## config.mk

```make
export PLATFORM = sky130hd
export DESIGN_NAME = sstx_exec
export DESIGN_NICKNAME = d
export VERILOG_FILES = /design/src/design/sstx_pkg.sv /design/src/design/sstx_exec.sv
export VERILOG_INCLUDE_DIRS = /design/src /design/src/design
export SDC_FILE = /design/constraint.sdc
export NUM_CORES = 1
export LEC_CHECK = 0
export BUFFER_PORTS_ARGS = -buffer_cell sky130_fd_sc_hd__buf_2
export CORE_UTILIZATION = 35
export CTS_CLUSTER_DIAMETER = 30
export CTS_CLUSTER_SIZE = 16
export DETAILED_ROUTE_END_ITERATION = 10
export GPL_ROUTABILITY_DRIVEN = 0
export SETUP_SLACK_MARGIN = 0.5
export SLEW_MARGIN = 20
export SYNTH_ARGS = -nofsm -noshare
export SYNTH_HDL_FRONTEND = slang
export SYNTH_SLANG_ARGS = --single-unit
```

## constraint.sdc

```tcl
create_clock -name i_clock -period 3.8 [get_ports i_clock]
set_input_delay 0.38 -clock i_clock [delete_from_list [all_inputs] [get_ports i_clock]]
set_output_delay 0.38 -clock i_clock [all_outputs]
set_load 0.05 [all_outputs]
```

## src/design/sstx_defines.svh

```systemverilog
// Constants for the subtract, swap and direction-load execute slice.
`ifndef SSTX_DEFINES_SVH
`define SSTX_DEFINES_SVH

`define SSTX_OP_SUB_TOP    6'h02
`define SSTX_OP_SWAP_TOP   6'h0E
`define SSTX_OP_LDIR_TOP   11'h00C
`define SSTX_OP_TOP_LSB    8
`define SSTX_OP_LDIR_LSB   3
`define SSTX_DEST_BIT      7
`define SSTX_DIR_SEL_MIN   3'h5
`define SSTX_DIR_SEL_MAX   3'h7
`define SSTX_DIR_ADDR_BASE 7'h05
`define SSTX_DIR_ADDR_LAST 7'h07
`define SSTX_DIR_RESET     8'hFF
`define SSTX_ACC_RESET     8'h00
`define SSTX_FLAG_RESET    1'b0
`define SSTX_EXEC_CYCLES   1

`endif

```

## src/design/sstx_pkg.sv

```systemverilog
// Types shared by the execute slice.
package sstx_pkg;
    typedef struct packed {
        logic       carry;
        logic       half_borrow_flag;
        logic       zero;
    } sstx_flags_t;

    typedef struct packed {
        logic       we;
        logic [6:0] addr;
        logic [7:0] data;
    } sstx_fwrite_t;
endpackage

```

## src/design/sstx_exec.sv

```systemverilog
// Execute slice for subtract, nibble swap and direction-load instructions.
`timescale 1ns/1ps
`include "sstx_defines.svh"

module sstx_exec #(
    parameter int DATA_W = 8,
    parameter int ADDR_W = 7,
    parameter int OP_W   = 14
) (
    input  wire logic                  i_clock,
    input  wire logic                  i_rstn,
    input  wire logic                  i_valid,
    input  wire logic [OP_W-1:0]       i_opcode,
    input  wire logic [DATA_W-1:0]     i_file_rdata,
    output logic [ADDR_W-1:0]          o_file_raddr,
    output sstx_pkg::sstx_fwrite_t     o_file_write,
    output logic [DATA_W-1:0]          o_acc,
    output sstx_pkg::sstx_flags_t      o_flags,
    output logic [DATA_W-1:0]          o_dir5,
    output logic [DATA_W-1:0]          o_dir6,
    output logic [DATA_W-1:0]          o_dir7,
    output logic                       o_done
);

    ////////////////////////////////////////////////////////////////////////////
    // Elaboration check.

    // The nibble swap, the opcode fields and the packed write record are fixed to these widths.
    if (DATA_W != 8 || ADDR_W != 7 || OP_W != 14) begin : g_width_check
        $error("sstx_exec serves only DATA_W 8, ADDR_W 7 and OP_W 14.");
    end

    ////////////////////////////////////////////////////////////////////////////
    // Declarations.

    localparam int TOP_W  = OP_W - `SSTX_OP_TOP_LSB;
    localparam int LDIR_W = OP_W - `SSTX_OP_LDIR_LSB;
    localparam int NIB_W  = DATA_W / 2;

    logic [TOP_W-1:0]       op_top;
    logic [LDIR_W-1:0]      op_ldir;
    logic [ADDR_W-1:0]      faddr;
    logic                   dest;
    logic [2:0]             dsel;
    logic                   sel_ok;
    logic                   is_sub;
    logic                   is_swap;
    logic                   is_ldir;
    logic                   dir_target;

    logic [DATA_W-1:0]      acc_q;
    logic                   carry_q;
    logic                   half_borrow_q;
    logic                   zero_q;
    sstx_pkg::sstx_fwrite_t fwrite_q;
    logic                   done_q;
    logic [DATA_W-1:0]      dir_q [0:2];

    logic [DATA_W-1:0]      operand;
    logic [DATA_W:0]        diff;
    logic [NIB_W:0]         ndiff;
    logic [DATA_W-1:0]      result;
    logic                   acc_we;
    logic                   file_we;
    logic                   dir_we;

    ////////////////////////////////////////////////////////////////////////////
    // Helpers.

    // True for the three direction registers that this slice holds itself.
    function automatic logic is_dir_addr(input logic [ADDR_W-1:0] addr);
        is_dir_addr = (addr >= `SSTX_DIR_ADDR_BASE) && (addr <= `SSTX_DIR_ADDR_LAST);
    endfunction

    // Selections and addresses 5, 6 and 7 map to slots 0, 1 and 2.
    function automatic logic [1:0] dir_slot(input logic [1:0] sel_low);
        dir_slot = sel_low - 2'h1;
    endfunction

    // Exchanges the upper and lower halves of a data word.
    function automatic logic [DATA_W-1:0] swap_nibbles(input logic [DATA_W-1:0] value);
        swap_nibbles = {value[NIB_W-1:0], value[DATA_W-1:NIB_W]};
    endfunction

    ////////////////////////////////////////////////////////////////////////////
    // Decode.

    assign op_top     = i_opcode[OP_W-1:`SSTX_OP_TOP_LSB];
    assign op_ldir    = i_opcode[OP_W-1:`SSTX_OP_LDIR_LSB];
    assign faddr      = i_opcode[ADDR_W-1:0];
    assign dest       = i_opcode[`SSTX_DEST_BIT];
    assign dsel       = i_opcode[`SSTX_OP_LDIR_LSB-1:0];
    assign sel_ok     = (dsel >= `SSTX_DIR_SEL_MIN) && (dsel <= `SSTX_DIR_SEL_MAX);
    assign is_sub     = i_valid && (op_top == `SSTX_OP_SUB_TOP);
    assign is_swap    = i_valid && (op_top == `SSTX_OP_SWAP_TOP);
    assign is_ldir    = i_valid && (op_ldir == `SSTX_OP_LDIR_TOP) && sel_ok;
    assign dir_target = is_dir_addr(faddr);

    ////////////////////////////////////////////////////////////////////////////
    // Operand and arithmetic.

    // Direction registers live here, so reads of them come from local state, not the file bus.
    assign operand = dir_target ? dir_q[dir_slot(faddr[1:0])] : i_file_rdata;

    // The extra top bit of each difference is the borrow; carry and half borrow are its inverse.
    assign diff   = {1'b0, operand} - {1'b0, acc_q};
    assign ndiff  = {1'b0, operand[NIB_W-1:0]} - {1'b0, acc_q[NIB_W-1:0]};
    assign result = is_sub ? diff[DATA_W-1:0] : swap_nibbles(operand);

    assign acc_we  = (is_sub || is_swap) && !dest;
    assign file_we = (is_sub || is_swap) && dest && !dir_target;
    assign dir_we  = (is_sub || is_swap) && dest && dir_target;

    ////////////////////////////////////////////////////////////////////////////
    // Accumulator.

    always_ff @(posedge i_clock or negedge i_rstn) begin
        if (!i_rstn) begin
            acc_q <= `SSTX_ACC_RESET;
        end else if (acc_we) begin
            acc_q <= result;
        end
    end

    ////////////////////////////////////////////////////////////////////////////
    // Status flags.

    // Only the subtract touches the flags; swap and direction-load leave them alone.
    always_ff @(posedge i_clock or negedge i_rstn) begin
        if (!i_rstn) begin
            carry_q <= `SSTX_FLAG_RESET;
        end else if (is_sub) begin
            carry_q <= ~diff[DATA_W];
        end
    end

    always_ff @(posedge i_clock or negedge i_rstn) begin
        if (!i_rstn) begin
            half_borrow_q <= `SSTX_FLAG_RESET;
        end else if (is_sub) begin
            half_borrow_q <= ~ndiff[NIB_W];
        end
    end

    always_ff @(posedge i_clock or negedge i_rstn) begin
        if (!i_rstn) begin
            zero_q <= `SSTX_FLAG_RESET;
        end else if (is_sub) begin
            zero_q <= (diff[DATA_W-1:0] == '0);
        end
    end

    ////////////////////////////////////////////////////////////////////////////
    // File writeback.

    // The write lands one cycle after the instruction, so a read of the same external
    // address in the very next cycle still sees the old value.
    always_ff @(posedge i_clock or negedge i_rstn) begin
        if (!i_rstn) begin
            fwrite_q <= '0;
        end else begin
            fwrite_q.we   <= file_we;
            fwrite_q.addr <= faddr;
            fwrite_q.data <= result;
        end
    end

    ////////////////////////////////////////////////////////////////////////////
    // Direction registers.

    // Written by direction-load or by an ordinary destination write to their address.
    always_ff @(posedge i_clock or negedge i_rstn) begin
        if (!i_rstn) begin
            dir_q[0] <= `SSTX_DIR_RESET;
            dir_q[1] <= `SSTX_DIR_RESET;
            dir_q[2] <= `SSTX_DIR_RESET;
        end else if (is_ldir) begin
            dir_q[dir_slot(dsel[1:0])] <= acc_q;
        end else if (dir_we) begin
            dir_q[dir_slot(faddr[1:0])] <= result;
        end
    end

    ////////////////////////////////////////////////////////////////////////////
    // Completion.

    // Every recognised instruction finishes in a single cycle, so done trails decode by one edge.
    always_ff @(posedge i_clock or negedge i_rstn) begin
        if (!i_rstn) begin
            done_q <= 1'b0;
        end else begin
            done_q <= is_sub || is_swap || is_ldir;
        end
    end

    ////////////////////////////////////////////////////////////////////////////
    // Outputs.

    // The read address must reach the file in the cycle of the instruction, so it is not registered.
    assign o_file_raddr = faddr;
    assign o_file_write = fwrite_q;
    assign o_acc        = acc_q;
    assign o_flags      = {carry_q, half_borrow_q, zero_q};
    assign o_dir5       = dir_q[0];
    assign o_dir6       = dir_q[1];
    assign o_dir7       = dir_q[2];
    assign o_done       = done_q;

endmodule

```

Word-level counts from Yosys, hierarchy flattened
Index checks and enable logic that the tools add are counted.

word-level totals
  bits in registers = 52
  input bits = 25
  output and inout port bits = 59
  logic and storage cells = 54

operators by class
  $add $sub $neg = 3
  $lt $le $gt $ge = 6
  equality and inequality tests = 3
  mux-type cells = 11
  bitwise operators = 3
  reductions and logical operators = 17

operators with widths
  kind                                                                               number
  24-bit bitwise mux                                                                 2
  24-bit 2-to-1 mux                                                                  2
  8-bit 2-to-1 mux                                                                   5
  8-bit binary-select mux with 2-bit select                                          1
  8-bit demux with 2-bit select                                                      1
  11-bit by 4-bit equality test with 1-bit output (second input constant)            1
  1-bit logical AND                                                                  11
  8-bit by 8-bit subtractor with 9-bit output                                        1
  8-bit logical NOT                                                                  1
  7-bit by 3-bit >= comparator with 1-bit output (second input constant)             1
  7-bit by 3-bit less-or-equal comparator with 1-bit output (second input constant)  1
  6-bit by 2-bit equality test with 1-bit output (second input constant)             1
  6-bit by 4-bit equality test with 1-bit output (second input constant)             1
  3-bit >= comparator (second input constant)                                        2
  4-bit by 4-bit subtractor with 5-bit output                                        1
  3-bit less-or-equal comparator (second input constant)                             1
  3-bit by 1-bit < comparator with 1-bit output (second input constant)              1
  2-bit NOT with 3-bit output                                                        1
  1-bit logical NOT                                                                  2
  1-bit logical OR                                                                   2
  1-bit NOT                                                                          2
  2-bit nonzero test                                                                 1
  2-bit by 1-bit subtractor with 2-bit output (second input constant)                1

Depth between registers and ports, before layout
  depth in word-level cells = 11
  mapped depth = 14
  mapped depth without buffers = 13

Least setup slack after synthesis
OpenSTA, ideal clock, no wires.

  kind = input port to flip-flop
  from = in i_opcode[0]
  to = reg acc_q[7], in the netlist o_acc[7]
  library setup time = 0.125 ns
  arrival time = 3.178 ns
  required time = 3.675 ns
  path slack = 0.497 ns
  cell stages on the path = 13
  buffers on the path = 1
  cell sequence = clkinv_1 -> ha_1 -> buf_2 -> nor2_1 -> o2bb2ai_1 -> o21a_1 -> ha_1 -> nor2b_1 -> o311ai_0 -> a31oi_1 -> xor2_1 -> o21a_1 -> mux2_2

between the ends
  cells in the longest elaborated chain, start to end = 8
  elaborated cells between the ends (all ways) = 11
  classes of those cells = add/sub (2); order compare (2); mux (5); bitwise (1); reduce/logical (1)

RTL lines
  item                                                 RTL line          source
  from (decl)                                          sstx_exec.sv:13   input wire logic [OP_W-1:0] i_opcode,
  2-bit by 1-bit subtractor with 2-bit output          sstx_exec.sv:77   dir_slot = sel_low - 2'h1;
  2-bit NOT with 3-bit output (not written as such)    sstx_exec.sv:103  assign operand = dir_target ? dir_q[dir_slot(faddr[1:0])] : i_file_rdata;
  8-bit binary-select mux with 2-bit select            sstx_exec.sv:103
  8-bit 2-to-1 mux (not written as such) (2 in a row)  sstx_exec.sv:103
  8-bit 2-to-1 mux (*)                                 sstx_exec.sv:103
  8-bit by 8-bit subtractor with 9-bit output          sstx_exec.sv:106  assign diff = {1'b0, operand} - {1'b0, acc_q};
  8-bit 2-to-1 mux (*)                                 sstx_exec.sv:108  assign result = is_sub ? diff[DATA_W-1:0] : swap_nibbles(operand);
  named net result[7]                                  sstx_exec.sv:62   logic [DATA_W-1:0] result;
  to (signal assigned)                                 sstx_exec.sv:119  acc_q <= `SSTX_ACC_RESET;
  to (signal assigned)                                 sstx_exec.sv:121  acc_q <= result;
  to (decl)                                            sstx_exec.sv:51   logic [DATA_W-1:0] acc_q;

Mark *: on every way through the listed nets, which the timed path passes. The rest lies on a longest branch. The select of a mux whose other input is x is not followed.
A chain may end at the register's enable or synchronous reset.

Final worst setup path
  from = in i_opcode[1]
  to = reg dir_q (netlist bit o_dir5[6])

between the ends
  cells in the longest elaborated chain, start to end = 11
  elaborated cells between the ends (all ways) = 26
  classes of those cells = add/sub (2); order compare (6); mux (11); bitwise (1); reduce/logical (6)

RTL lines
  item                                                 RTL line          source
  2-bit by 1-bit subtractor with 2-bit output          sstx_exec.sv:77
  2-bit NOT with 3-bit output (not written as such)    sstx_exec.sv:103
  8-bit binary-select mux with 2-bit select            sstx_exec.sv:103
  8-bit 2-to-1 mux (not written as such) (2 in a row)  sstx_exec.sv:103
  8-bit 2-to-1 mux (*)                                 sstx_exec.sv:103
  8-bit by 8-bit subtractor with 9-bit output          sstx_exec.sv:106
  8-bit 2-to-1 mux (*)                                 sstx_exec.sv:108
  named net result[6]                                  sstx_exec.sv:62
  24-bit bitwise mux (*)                               sstx_exec.sv:180  dir_q[dir_slot(faddr[1:0])] <= result;
  24-bit 2-to-1 mux (*)                                sstx_exec.sv:179  end else if (dir_we) begin
  24-bit 2-to-1 mux (*)                                sstx_exec.sv:177  end else if (is_ldir) begin
  to (signal, indexed assignment)                      sstx_exec.sv:178  dir_q[dir_slot(dsel[1:0])] <= acc_q;
  to (signal, indexed assignment)                      sstx_exec.sv:180
  to (decl)                                            sstx_exec.sv:57   logic [DATA_W-1:0] dir_q [0:2];

Marks and branches as above.

==> flow_summary.json <==
{
  "synth_ff_type": "dfrtp_1",
  "layout_common_cells": "buf_2, nand2_1, dfrtp_1",
  "slew_viol_final": 0,
  "cts_tree": "built",
  "grt_use_met1": 0.239,
  "place_ws_ns": -0.0137,
  "die_h_um": 93.4,
  "postRouteAntennaNets": 0,
  "busiest_layer": "met2",
  "worstSetupPathType": "input pin to register",
  "power.total_mw": 1.38,
  "final_common_cell": "buf_2",
  "synth_area_per_cell_um2": 10.3,
  "initialDrtViolationCount": 95,
  "fin_worst_skew_ns": 0.00684,
  "antenna_found_initial": 0,
  "detail_route.first_pass.iterations": 4,
  "min_path_type": "input pin to async pin",
  "grt_pass1_wl_um": 11700,
  "drive_gt1_frac": 0.449,
  "ys_seq_area_frac": 0.455,
  "cts-root-buf": "clkbuf_8",
  "fin_nets": 407,
  "ys_warn_count": 0,
  "start_util": 0.371,
  "clockBufferDepth": 2,
  "synthCells": 285,
  "n_antenna_cell": 0,
  "async_flop_share": 1.00,
  "placed_area_mm2": 0.00342,
  "clock-sinks": 52,
  "maxCapViolations": 0,
  "grt_pass1_vias": 2365,
  "timing.final.ws_setup_ns": 0.702,
  "rrSetupSlack_ns": 1.12,
  "power.density_mw_per_mm2": 384,
  "crit_arrival_ns": 3.32,
  "use_met3": 0.0341,
  "syn_to_final_growth_pct": 22.7,
  "clk_latency_ns": 0.30,
  "grt_use_met2": 0.285,
  "finalSetupViolCount": 0,
  "via_per_inst": 5.13,
  "grt_use_total": 0.174,
  "rows": 32,
  "postLayoutCellArea_mm2": 0.00359,
  "cellLeakagePower_nw": 1.67,
  "syn_nets": 323,
  "crit_fanout": 7,
  "cts_made_buffers": 5,
  "relSlewSlack": 0.379,
  "grt_max_degree": 32,
  "drcViolationCount": 0,
  "max_freq_mhz": 323,
  "timing.final.crit_share": 0.815,
  "fin_crit_ns": 3.10,
  "clk_pin_slew_worst_paths_ns": 0.09,
  "synth-seq-cells": 52,
  "core-area_mm2": 0.00789,
  "setup_tns_ns": 0,
  "die_area_mm2": 0.00873,
  "status": "completed",
  "die_w_um": 93.4,
  "wirelength_um": 7330,
  "crit_required_ns": 4.03,
  "grt-ovfl-total": 0,
  "dp_hpwl_um": 5850,
  "wl_per_cell_um": 15.5,
  "ios": 84,
  "rsz0062_at_grt": "yes",
  "synth.distinct_cells": 50,
  "ir_drop_v": 0.000207,
  "post-route-util": 0.455,
  "synth-edff-count": 0,
  "start_kind": "input pin",
  "tightest_slew_ns": 0.928,
  "h-tree-depth": 2,
  "finalHoldViolCount": 0,
  "syn_area_mm2": 0.00293,
  "io_buffers": 83,
  "vias": 2423,
  "crit_path_end_kind": "register"
}
## through the flow
stage	instances	hold WS, ns
finish	472	0.0330
global route	472	0.0593
CTS	469	0.0380
detailed placement	460	0.378
global placement	460	0.376
floorplan	285	0.0844
## final timing paths
| kind | start | end | cells after the start |
|---|---|---|---|
| worst max register to register | o_dir7[0] | o_dir5[6] | 11 |
| min in group i_clock | i_opcode[2] | o_file_write[10] | 1 |
| worst max-delay path | i_opcode[1] | o_dir5[6] | 14 |
| worst min-delay path | i_rstn | half_borrow_q | 1 |
| max in group asynchronous | i_rstn | o_dir6[1] | 2 |
| worst min register to register | o_dir7[6] | o_dir7[6] | 2 |
## routing by layer
layer | wire (um) | vias up | part of all wire
li1 | - | 1184 | -
met2 | 3410 | 88 | 0.46
met5 | 0 | - | 0
met1 | 3350 | 1144 | 0.46
met3 | 494 | 7 | 0.067
met4 | 86 | 0 | 0.012
## kinds of logic (layout without fill, tap and decap cells)
family,count (synthesis),in the layout,share of synthesized area
compound gates,79,79,0.195
xor+xnor,6,6,0.0180
fa+ha+maj,13,13,0.0581
buf+inv,33,118,0.0611
flops,52,52,0.455
mux,19,19,0.0752
simple gates,83,83,0.138
## cell usage after synthesis, drive strengths merged (3+ instances only)
| library cell | number | area share |
|---|---|---|
| mux2i | 14 | 0.052 |
| nand4 | 4 | 0.0085 |
| clkbuf | 3 | 0.0038 |
| dfrtp | 28 | 0.24 |
| nand3 | 3 | 0.0051 |
| o21ai | 38 | 0.087 |
| nand2 | 42 | 0.054 |
| dfstp | 24 | 0.22 |
| o211ai | 5 | 0.015 |
| nor2 | 18 | 0.023 |
| o21a | 7 | 0.018 |
| ha | 12 | 0.051 |
| mux2 | 5 | 0.023 |
| a21o | 4 | 0.010 |
| inv | 12 | 0.015 |
| a21oi | 5 | 0.0085 |
| a31oi | 4 | 0.0085 |
| xor2 | 4 | 0.012 |
| o2bb2ai | 7 | 0.021 |
| buf | 17 | 0.041 |
## power breakdown
part | total [mW] | internal (mW) | leakage [nW] | switching [mW]
combinational | 0.472 | 0.154 | 1.05 | 0.318
clock | 0.303 | 0.130 | 0.0422 | 0.173
sequential | 0.604 | 0.586 | 0.581 | 0.0188
## state kept, by name (all words and copies together) (netlist names)
register,flops
o_done,1
zero_q,1
o_acc,8
carry_q,1
o_dir5,8
o_dir6,8
o_file_write,16
half_borrow_q,1
o_dir7,8
## critical path, cell delays in order
cell and delay (ns):
clkbuf_4 0.15, inv_1 0.05, ha_1 0.21, or3_4 0.42, and4_4 0.25, mux2i_1 0.15, ha_1 0.21, fa_1 0.40
nand2b_4 0.17, a21oi_2 0.14, o22ai_1 0.15, o31ai_4 0.29, o21ai_2 0.14, o21ai_0 0.20
## final cells by class
| cell class | count | area (um^2) |
|---|---|---|
| Timing Repair Buffer | 97 | 523 |
| Clock buffer | 7 | 76.3 |
| Sequential cell | 52 | 1330 |
| Clock inverter | 1 | 5.00 |
| Inverter | 13 | 48.8 |
| Fill cell | 800 | 4300 |
| Tap cell | 102 | 128 |
| Multi-Input combinational cell | 200 | 1480 |
## timing repair
action | CTS | global route
pin swaps | 0 | 1
setup buffers | 1 | 3
hold buffers | 0 | 0
gates resized for setup | 4 | 13
endpoints found under the hold margin | 0 | 0
setup endpoints to repair | 6 | 16
Power figures use the tool's default switching activity.
